$ cat config.mk
export PLATFORM = sky130hd
export DESIGN_NAME = gfs_supervisor
export DESIGN_NICKNAME = d
export VERILOG_FILES = /design/src/rtl/gfs_supervisor.v
export VERILOG_INCLUDE_DIRS = /design/src /design/src/include
export SDC_FILE = /design/constraint.sdc
export NUM_CORES = 2
export LEC_CHECK = 0
export ABC_AREA = 1
export BUFFER_PORTS_ARGS = -buffer_cell sky130_fd_sc_hd__buf_4
export CAP_MARGIN = 15
export CORE_ASPECT_RATIO = 1.4
export CORE_MARGIN = 3
export CORE_UTILIZATION = 60
export CTS_CLUSTER_DIAMETER = 50
export DETAILED_ROUTE_END_ITERATION = 8
export PLACE_DENSITY = 0.77
export SYNTH_ARGS = -nofsm -noshare
export SYNTH_HDL_FRONTEND = slang
export SYNTH_SLANG_ARGS = --single-unit
$ cat constraint.sdc
create_clock -name i_clk -period 3.4 [get_ports i_clk]
set_input_delay 0.17 -clock i_clk [delete_from_list [all_inputs] [get_ports i_clk]]
set_output_delay 0.17 -clock i_clk [all_outputs]
set_load 0.03 [all_outputs]
$ cat src/include/gfs_consts.vh
// gas sensor fault supervisor: shared constants as macros.
// assumes: 125 MHz system clock, loop codes in mA x100, temperature in
// whole degrees C, supply in V x100, concentration in whole % LEL.
`ifndef GFS_CONSTS_VH
`define GFS_CONSTS_VH

// ----------------------------------------------------------------------
// clock and timing
// ----------------------------------------------------------------------
`define GFS_CLK_MHZ 125
`define GFS_SEC_S 1
`define GFS_SEC_CYC 27'h7735940
`define GFS_HOLD_S 1
`define GFS_MIN_SEC 17'h0003c
`define GFS_DAY_SEC 17'h15180
`define GFS_MSG_SEC 4'h5
`define GFS_REMIND_DAYS 16'h00b4

// ----------------------------------------------------------------------
// fault status word bit positions
// ----------------------------------------------------------------------
`define GFS_B_GLOBAL 0
`define GFS_B_REMIND 1
`define GFS_B_TEMP 2
`define GFS_B_LOOP 3
`define GFS_B_SUPPLY 4
`define GFS_B_MEM 5
`define GFS_B_PROC 6
`define GFS_B_CLEAR 7
`define GFS_B_STAB 8
`define GFS_B_RANGE 9
`define GFS_B_DET 10
`define GFS_B_ZERO 11
`define GFS_B_DET2 12
`define GFS_B_INCAL 14
`define GFS_STAT_RST 16'h0000

// ----------------------------------------------------------------------
// loop output codes, mA x100
// ----------------------------------------------------------------------
`define GFS_LOOP_FAULT 16'h0000
`define GFS_LOOP_CAL 16'h00c8
`define GFS_LOOP_OVER 16'h0898
`define GFS_LOOP_ZERO_SCALE 16'h0190
`define GFS_LOOP_SPAN 16'h0640

// ----------------------------------------------------------------------
// limits
// ----------------------------------------------------------------------
`define GFS_ZERO_LIM 16'hfff6
`define GFS_SUP_MIN 16'h047e
`define GFS_SUP_MAX 16'h0af0
`define GFS_TEMP_MIN 16'hffd8
`define GFS_TEMP_MAX 16'h004b
`define GFS_LIFE_MAX 8'h64

// ----------------------------------------------------------------------
// display modes
// ----------------------------------------------------------------------
`define GFS_DISP_NORM 2'h0
`define GFS_DISP_MSG 2'h1
`define GFS_DISP_LIST 2'h2

`endif

$ cat src/rtl/gfs_supervisor.v
// fault supervision and loop output level selection for a gas detector.
// assumes: measurement, supply, temperature and health inputs come from
// logic on i_clk; only the magnet switch arrives from a pin.
`timescale 1ns/10ps
`default_nettype none
`include "gfs_consts.vh"

// What this block does
// - over full scale, flash full-scale reading and drive 22 mA.
// - during zero or span calibration drive 2.0 mA and set bit 14.
// - recompute remaining life 0 to 100 percent after each span.
// - count whole days since the last good span; restart on a good span.
// - with any fault active and no calibration running, show fault message once per minute.
// - magnet switch held 1 s during the message lists every fault.
// - cal, bridge, detector, processor, memory, loop, supply faults: 0 mA.
// - temperature and reminder faults leave the loop reporting normally.
// - each fault has its own status bit; health, supply, temperature and reminder bits follow their cause, zero/range/stability/clearing bits latch.
// - reading below -10 % LEL latches zero fault, 0 mA, until good zero.
// - too small span change latches range fault until a good span.
// - failed stability test latches stability fault until a good span.
// - failed clearing test latches clearing fault until a good span.
// - open or missing detector element gives detector fault and 0 mA.
// - unrecoverable run-time error gives processor fault and 0 mA.
// - failed nonvolatile write gives memory fault and 0 mA.
// - broken current loop gives loop fault and 0 mA.
// - supply outside 11.5 to 28 V gives supply fault and 0 mA.
// - temperature outside -40 to +75 C gives temperature fault only.
// - at 180 days since span, raise the calibration reminder fault.
// - status word has one bit per fault, 0x0002 to 0x1000, 0x0001 set with any of them, calibration 0x4000.
module gfs_supervisor #(
   parameter [26:0] P_SEC_CYC = `GFS_SEC_CYC,
   parameter [16:0] P_DAY_SEC = `GFS_DAY_SEC,
   parameter [16:0] P_MIN_SEC = `GFS_MIN_SEC
) (
   // clock and reset
   input wire i_clk,
   input wire i_rst_n,
   // measurement
   input wire signed [15:0] i_conc,
   input wire [15:0] i_full_scale,
   input wire [15:0] i_supply_cv,
   input wire signed [15:0] i_temp_c,
   // health conditions
   input wire i_det_open,
   input wire i_bridge_fail,
   input wire i_proc_err,
   input wire i_mem_wr_fail,
   input wire i_loop_fail,
   // calibration events
   input wire i_cal_zero_busy,
   input wire i_cal_span_busy,
   input wire i_zero_ok,
   input wire i_span_ok,
   input wire i_span_range_fail,
   input wire i_span_stab_fail,
   input wire i_span_clear_fail,
   input wire [15:0] i_span_gain,
   input wire [15:0] i_span_gain_ref,
   // magnet switch pin
   input wire i_second_magnet_switch,
   // status and serial values
   output reg [15:0] o_fault_status,
   output reg [7:0] o_life_pct,
   output reg [15:0] o_days_since_span,
   output reg [15:0] o_loop_code,
   // display
   output reg o_disp_flash_fs,
   output reg [1:0] o_disp_mode,
   output reg [3:0] o_disp_fault_idx
);

   // -------------------------------------------------------------------
   // helpers
   // -------------------------------------------------------------------
   // next set fault bit above a given index, zero when none left
   function [3:0] gfs_next_bit;
      input [15:0] st;
      input [3:0] from;
      integer i;
      begin
         gfs_next_bit = 4'h0;
         for (i = `GFS_B_DET2; i >= 1; i = i - 1) begin
            if (st[i] && (i > from))
               gfs_next_bit = i[3:0];
         end
      end
   endfunction

   // -------------------------------------------------------------------
   // magnet switch synchroniser
   // -------------------------------------------------------------------
   reg mag_s1_r;
   reg mag_s2_r;

   // two flops before any logic reads the pin
   always @(posedge i_clk or negedge i_rst_n) begin
      if (!i_rst_n) begin
         mag_s1_r <= 1'b0;
         mag_s2_r <= 1'b0;
      end else begin
         mag_s1_r <= i_second_magnet_switch;
         mag_s2_r <= mag_s1_r;
      end
   end

   // -------------------------------------------------------------------
   // time base: seconds, minutes, days
   // -------------------------------------------------------------------
   reg [26:0] cyc_r;
   reg [16:0] day_sec_r;
   reg [16:0] min_sec_r;
   wire sec_tick = (cyc_r == (P_SEC_CYC - 27'h1));
   wire day_tick = sec_tick && (day_sec_r == (P_DAY_SEC - 17'h1));
   wire min_tick = sec_tick && (min_sec_r == (P_MIN_SEC - 17'h1));

   // one-cycle enables from a free-running divider
   always @(posedge i_clk or negedge i_rst_n) begin
      if (!i_rst_n) begin
         cyc_r <= 27'h0;
         day_sec_r <= 17'h0;
         min_sec_r <= 17'h0;
      end else begin
         cyc_r <= sec_tick ? 27'h0 : cyc_r + 27'h1;
         if (i_span_ok)
            day_sec_r <= 17'h0;
         else if (sec_tick)
            day_sec_r <= day_tick ? 17'h0 : day_sec_r + 17'h1;
         if (sec_tick)
            min_sec_r <= min_tick ? 17'h0 : min_sec_r + 17'h1;
      end
   end

   always @(posedge i_clk or negedge i_rst_n) begin
      if (!i_rst_n)
         o_days_since_span <= 16'h0;
      else if (i_span_ok)
         o_days_since_span <= 16'h0;
      else if (day_tick && (o_days_since_span != 16'hffff))
         o_days_since_span <= o_days_since_span + 16'h1;
   end

   // -------------------------------------------------------------------
   // remaining life
   // -------------------------------------------------------------------
   wire [31:0] life_prod = {16'h0, i_span_gain} * 32'd100;
   wire [31:0] life_q = (i_span_gain_ref == 16'h0) ? 32'h0 :
                        life_prod / {16'h0, i_span_gain_ref};

   always @(posedge i_clk or negedge i_rst_n) begin
      if (!i_rst_n)
         o_life_pct <= `GFS_LIFE_MAX;
      else if (i_span_ok)
         o_life_pct <= (life_q > {24'h0, `GFS_LIFE_MAX}) ?
                       `GFS_LIFE_MAX : life_q[7:0];
   end

   // -------------------------------------------------------------------
   // fault conditions
   // -------------------------------------------------------------------
   wire cal_busy = i_cal_zero_busy | i_cal_span_busy;
   wire zero_drift = (i_conc < $signed(`GFS_ZERO_LIM));
   wire sup_bad = (i_supply_cv < `GFS_SUP_MIN) ||
                  (i_supply_cv > `GFS_SUP_MAX);
   wire temp_bad = (i_temp_c < $signed(`GFS_TEMP_MIN)) ||
                   (i_temp_c > $signed(`GFS_TEMP_MAX));
   wire remind = (o_days_since_span >= `GFS_REMIND_DAYS);
   wire over_range = (i_conc > $signed(i_full_scale));

   reg [15:0] stat_nxt;

   always @* begin
      stat_nxt = o_fault_status;
      stat_nxt[`GFS_B_DET] = i_det_open;
      stat_nxt[`GFS_B_DET2] = i_bridge_fail;
      stat_nxt[`GFS_B_PROC] = i_proc_err;
      stat_nxt[`GFS_B_MEM] = i_mem_wr_fail;
      stat_nxt[`GFS_B_LOOP] = i_loop_fail;
      stat_nxt[`GFS_B_SUPPLY] = sup_bad;
      stat_nxt[`GFS_B_TEMP] = temp_bad;
      stat_nxt[`GFS_B_REMIND] = remind & ~i_span_ok;
      if (zero_drift)
         stat_nxt[`GFS_B_ZERO] = 1'b1;
      else if (i_zero_ok)
         stat_nxt[`GFS_B_ZERO] = 1'b0;
      if (i_span_range_fail)
         stat_nxt[`GFS_B_RANGE] = 1'b1;
      else if (i_span_ok)
         stat_nxt[`GFS_B_RANGE] = 1'b0;
      if (i_span_stab_fail)
         stat_nxt[`GFS_B_STAB] = 1'b1;
      else if (i_span_ok)
         stat_nxt[`GFS_B_STAB] = 1'b0;
      if (i_span_clear_fail)
         stat_nxt[`GFS_B_CLEAR] = 1'b1;
      else if (i_span_ok)
         stat_nxt[`GFS_B_CLEAR] = 1'b0;
      stat_nxt[13] = 1'b0;
      stat_nxt[15] = 1'b0;
      stat_nxt[`GFS_B_INCAL] = cal_busy;
      stat_nxt[`GFS_B_GLOBAL] = |stat_nxt[`GFS_B_DET2:`GFS_B_REMIND];
   end

   always @(posedge i_clk or negedge i_rst_n) begin
      if (!i_rst_n)
         o_fault_status <= `GFS_STAT_RST;
      else
         o_fault_status <= stat_nxt;
   end

   // -------------------------------------------------------------------
   // loop output level
   // -------------------------------------------------------------------
   // faults that drop the loop
   wire drop_fault = |stat_nxt[`GFS_B_DET2:`GFS_B_LOOP]; // temp, remind below
   wire [15:0] conc_pos = i_conc[15] ? 16'h0 : i_conc;
   wire [31:0] span_prod = {16'h0, conc_pos} * {16'h0, `GFS_LOOP_SPAN};
   wire [31:0] span_q = (i_full_scale == 16'h0) ? 32'h0 :
                        span_prod / {16'h0, i_full_scale};
   wire [15:0] norm_code = `GFS_LOOP_ZERO_SCALE + span_q[15:0];
   reg [15:0] loop_nxt;

   always @* begin
      if (drop_fault)
         loop_nxt = `GFS_LOOP_FAULT;
      else if (cal_busy)
         loop_nxt = `GFS_LOOP_CAL;
      else if (over_range)
         loop_nxt = `GFS_LOOP_OVER;
      else
         loop_nxt = norm_code;
   end

   always @(posedge i_clk or negedge i_rst_n) begin
      if (!i_rst_n) begin
         o_loop_code <= `GFS_LOOP_FAULT;
         o_disp_flash_fs <= 1'b0;
      end else begin
         o_loop_code <= loop_nxt;
         o_disp_flash_fs <= over_range & ~cal_busy;
      end
   end

   // -------------------------------------------------------------------
   // display fault indication
   // -------------------------------------------------------------------
   reg [26:0] hold_r;
   reg held_r;
   reg [3:0] msg_sec_r;

   always @(posedge i_clk or negedge i_rst_n) begin
      if (!i_rst_n) begin
         hold_r <= 27'h0;
         held_r <= 1'b0;
      end else if (!mag_s2_r || (o_disp_mode != `GFS_DISP_MSG)) begin
         hold_r <= 27'h0;
         held_r <= 1'b0;
      end else if (hold_r == (P_SEC_CYC - 27'h1)) begin
         hold_r <= 27'h0;
         held_r <= 1'b1;
      end else begin
         hold_r <= hold_r + 27'h1;
      end
   end

   wire [3:0] first_bit = gfs_next_bit(o_fault_status, 4'h0);
   wire [3:0] later_bit = gfs_next_bit(o_fault_status, o_disp_fault_idx);
   wire any_fault = o_fault_status[`GFS_B_GLOBAL];

   // display state machine
   always @(posedge i_clk or negedge i_rst_n) begin
      if (!i_rst_n) begin
         o_disp_mode <= `GFS_DISP_NORM;
         o_disp_fault_idx <= 4'h0;
         msg_sec_r <= 4'h0;
      end else begin
         case (o_disp_mode)
            `GFS_DISP_NORM: begin
               if (min_tick && any_fault && !cal_busy) begin
                  o_disp_mode <= `GFS_DISP_MSG;
                  msg_sec_r <= 4'h0;
               end
            end
            `GFS_DISP_MSG: begin
               if (held_r && any_fault) begin
                  o_disp_mode <= `GFS_DISP_LIST;
                  o_disp_fault_idx <= first_bit;
               end else if (sec_tick) begin
                  if (msg_sec_r == (`GFS_MSG_SEC - 4'h1))
                     o_disp_mode <= `GFS_DISP_NORM;
                  msg_sec_r <= msg_sec_r + 4'h1;
               end
            end
            `GFS_DISP_LIST: begin
               if (sec_tick) begin
                  o_disp_fault_idx <= later_bit;
                  if (later_bit == 4'h0)
                     o_disp_mode <= `GFS_DISP_NORM;
               end
            end
            default: begin
               o_disp_mode <= `GFS_DISP_NORM;
               o_disp_fault_idx <= 4'h0;
            end
         endcase
      end
   end

endmodule
`default_nettype wire

==> metrics.cfg, run 1 <==
[yosys]
avgSynthCellArea_um2=5.97
synthFlopType=dfrtp_1
ys_warn_count=0
synth_compound_gate_area_share=0.187
synthAdderAreaFrac=0.183
async_reset_ff_frac=1.00
synth_xor_xnor_area_share=0.114
synth_cell_types=95
synth_cells=10900
yosys.area_share.simple=0.344
synth_edf_count=0
synth_seq_cells=156
syn_area_um2=65000
synth_mux_area_frac=0.00108
seq_area_frac_synth=0.0601
synth_top_family_by_area=simple AND/OR/NAND/NOR gates

[global_routing]
grt_pass1_vias=145000
grt_max_degree=67
grt.total_usage=1.05
grt_first_pass_wirelength_um=934000
grt-ovfl-total=9860

[cts]
cts_buffers=17
clock-sinks=156
h-tree-depth=4
cts_max_path_buffers=2
clockRootBuffer=clkbuf_16

[placement]
portBuffers=169
pre_cts_slack_ns=-79.84
place.gp.congestion=1.04
dp_hpwl_um=260000

[floorplan]
dieHeight_um=396
num_rows=142
start_util=0.606
die_x_um=284
io_pins=174

[status]
stop_stage=5_1_grt
stop_error=[ERROR GRT-0116] Global routing finished with congestion. Check the congestion regions in the DRC Viewer.
outcome=stopped before the end

[cell usage after synthesis, types with 28 or more instances]
cell	number	share of area
nand3b_1	33	0.0038
nor2_2	51	0.0049
nand4_1	240	0.023
ha_1	913	0.18
nand3_2	61	0.0094
o31ai_1	46	0.0053
clkinv_1	28	0.0016
nor2_1	938	0.054
nand2_2	126	0.012
inv_1	1519	0.088
a21oi_1	832	0.064
nor4_1	78	0.0075
o21ai_0	888	0.068
a21o_1	63	0.0073
clkbuf_1	111	0.0064
dfrtp_1	153	0.059
nand2_1	2467	0.14
or2_2	58	0.0056
xor2_1	496	0.067
nand3_1	576	0.044
o21ai_1	51	0.0039
nor2_4	31	0.0054
nand2_4	41	0.0071
nor3_1	189	0.015
inv_2	60	0.0035
o21bai_1	103	0.012
a31oi_1	36	0.0035
xnor2_1	340	0.046
[stage by stage]
step | std cells | area, um2 | utilization | TNS, ns | hold WS [ns]
floorplan | 10900 | 68300 | - | -1418.45 | -0.126
global placement | 16100 | 97600 | 0.909 | -1371.89 | 0.202
detailed placement | 16100 | 97600 | 0.909 | -1508.09 | 0.202
CTS | 16600 | 103000 | 0.959 | -1465.65 | 0.00468
[routing by layer]
| layer | overflow | track usage |
|---|---|---|
| met5 | 23 | 0.734 |
| met1 | 422 | 0.935 |
| met4 | 1923 | 1.13 |
| met3 | 335 | 0.881 |
| met2 | 7157 | 1.30 |
[logic make-up after synthesis]
logic type / after synthesis
AOI/OAI and AO/OA: 2195
xor gates and xnor gates: 842
adders and majority gates: 936
buffers and inverters: 1803
DFF: 156
muxes: 7
other: 1
and+or+nand+nor: 4957
[timing repair]
| item | 4_1_cts |
|---|---|
| pin swaps | 290 |
| setup buffers | 464 |
| gates resized for setup | 247 |
| endpoints found under the hold margin | 70 |
| hold buffers | 13 |
| cloned | 8 |
| setup endpoints to repair | 25 |
==> run 2: changes to the inputs <==
Settings changed: CORE_ASPECT_RATIO 1.4 to default, CORE_UTILIZATION 60 to 40, CTS_CLUSTER_DIAMETER 50 to default, PLACE_DENSITY 0.77 to default, PLACE_DENSITY_LB_ADDON from default to 0.15.
==> run 2 against run 1 <==
Net effect: the flow now finishes, with violations (setup timing); synthesized cell count unchanged; area after synthesis unchanged.
==> metrics.cfg, run 2 <==
[sta]
fin_crit_ns=76.70
fmax_mhz=13.0
maxSlewHeadroom=0.386
fin_skew_ns=0.0143
finalHoldViolations=0
period_share=22.6
worstMarginPinSlew_ns=0.917
rsz0062_at_grt=yes
timing.hold.ws_ns=0.0688
fin_ws_ns=-73.30
setup_viol=23
slew_viol_final=0

[worst_setup_path]
cp_common_cell=a21oi_2
crit_family=compound AO/OA/AOI/OAI gates
crit_buf_inv=181
worst_ep_arrival_time_ns=77.07
cp.required_ns=3.78
endpoint_kind=flop
cp_max_fo=29
crit_slowest_cell=fa_1
startpoint_type=primary input
worst-setup-path-type=primary input to flop
cpPeakStageDelay_ns=0.51

[global_routing]
antenna_found_initial=4
grt-ovfl-total=0
grt.total_usage=0.308
grt_max_degree=75
grt_pass1_vias=89700
grt_first_pass_wirelength_um=434000

[cells_and_area]
fin_util=0.711
layout_commonest_cell=buf_4
area_growth_pct=76.0
multi_input_area_um2=61700
fillers=13000
layout.area.seq_um2=3910
layout-drive-gt1-share=0.445
nets=16900
top_regs=cyc_r x27, hold_r x27
final-instance-count-excl-fill=18000
final_area_um2=115000
most-common-layout-cells=4989 x buf_4, 2218 x nand2_1, 1361 x inv_1, 805 x nor2_1, 727 x ha_1

[floorplan]
die_area_um2=167000
num_rows=147  ; +3.5%
core_um2=161000
start_util=0.404  ; -0.202
die_x_um=409  ; +44%
dieHeight_um=409  ; +3.5%
io_pins=174  ; unchanged

[cts]
path_clk_slew_ns=0.08
clock-sinks=156  ; unchanged
cts_max_path_buffers=2  ; unchanged
h-tree-depth=4  ; unchanged
cts_buffers=17  ; unchanged
clockRootBuffer=clkbuf_16
insertion_delay_ns=0.44
cts_tree=done

[yosys]
netlist_top_cells_area=ha_1 18%, nand2_1 14%, inv_1 8.8%
yosys.area.top_type=ha_1
synth_top_area_share=0.176  ; unchanged
synth_xor_xnor_area_share=0.114  ; unchanged
synth_common_cells=2467 x nand2_1, 1519 x inv_1, 938 x nor2_1
synth_edf_count=0  ; unchanged
avgSynthCellArea_um2=5.97  ; unchanged
async_reset_ff_frac=1.00  ; unchanged
synth.most_common_cell=nand2_1
synth_top_family_by_area=simple AND/OR/NAND/NOR gates
synthAdderAreaFrac=0.183  ; unchanged
ys_warn_count=0  ; unchanged
synth_mux_area_frac=0.00108  ; unchanged
synth_seq_cells=156  ; unchanged
synth_cells=10900  ; unchanged
seq_area_frac_synth=0.0601  ; unchanged
synthFlopType=dfrtp_1
synth_cell_types=95  ; unchanged
yosys.area_share.simple=0.344  ; unchanged
syn_area_um2=65000  ; unchanged
synth_compound_gate_area_share=0.187  ; unchanged

[placement]
placed_cells=17000  ; +5.8%
dpl_cell_area_um2=100000  ; +2.6%
portBuffers=169  ; unchanged
dp_hpwl_um=207000  ; -20%
place.gp.congestion=0.941  ; -9.4%

[job]
maxCapViolCount=0

[routing]
ant_nets=0
viasPerCell=5.16
via_count=93100
drcViolationCount=0
drt-initial-drc-count=5298
drtPass1Iterations=6
postRouteWirelength_um=284000
wl_per_cell_um=15.7

[status]
violations=setup timing
outcome=finished, violations left

[hold_path]
hold_path.class=primary input to flop

## run 2: cell families after synthesis
family	count (synthesis)
muxes	7
DFF	156
AOI/OAI and AO/OA	2195
buffers and inverters	1803
xor gates and xnor gates	842
adders and majority gates	936
and+or+nand+nor	4957
other	1
## run 2: worst paths after layout
path	startpoint	endpoint	slack (ns)	cells after the start
max	i_span_gain[4]	o_life_pct[5]	-73.30	606
min reg2reg	mag_s1_r	mag_s2_r	0.36	0
min	i_supply_cv[13]	o_fault_status[4]	0.07	4
max reg2reg	cyc_r[2]	cyc_r[25]	0.31	20
min in group asynchronous	i_rst_n	o_loop_code[12]	0.29	2
max in group asynchronous	i_rst_n	o_life_pct[6]	2.20	3
## run 2: worst reg2reg max path, stage by stage (launching register included)
cell and delay, ns:
dfrtp_1 0.39, and3_1 0.18, inv_1 0.04, nor2_1 0.12, nand2_1 0.12, nor4b_1 0.25
nand4_1 0.19, nor3_2 0.23, nand3_1 0.14, nor2_1 0.16, nand2_1 0.07, nor2_1 0.14
nand2_1 0.09, nor2_1 0.10, inv_1 0.06, nor2_1 0.12, nand2_1 0.10, nor2_1 0.13
nand2_1 0.10, nor3b_1 0.19, nor3_1 0.06
## run 2: area by class of cell
type                            instances  area share
Antenna cell                            4   0.0000874
Clock buffer                           17     0.00372
Clock inverter                         15     0.00168
Inverter                             1618      0.0552
Multi-Input combinational cell       8946       0.539
Sequential cell                       156      0.0341
Tap cell                             2160      0.0236
Timing Repair Buffer                 5111       0.342
Timing Repair inverter                 12    0.000896
## run 2: timing repair
action                                  CTS  global route
hold buffers                             12             0
cloned                                   18             2
endpoints found under the setup margin   23            31
setup buffers                           694           291
resized for setup                       639           845
endpoints found under the hold margin    82             0
pin swaps                               539           837
## run 2: metrics by stage
step | setup slack (ns) | TNS, ns
after floorplan | -75.35 | -1418.45
after global placement | -70.25 | -1393.74
after detailed placement | -73.22 | -1431.58
after CTS | -69.49 | -1306.95
after global routing | -78.71 | -1454.85
final | -73.30 | -1365.14
## run 2: layer usage
| layer | vias up | wire [um] | GRT usage |
|---|---|---|---|
| met4 | 2 | 11700 | 0.100 |
| li1 | 46200 | - | - |
| met1 | 43500 | 121000 | 0.388 |
| met5 | - | 13 | 0 |
| met2 | 2493 | 136000 | 0.549 |
| met3 | 800 | 14600 | 0.0262 |
Power of run 2 is left out: the tool's default activity adds up to more than one toggle a clock period on the data nets, which glitch-free logic cannot reach.
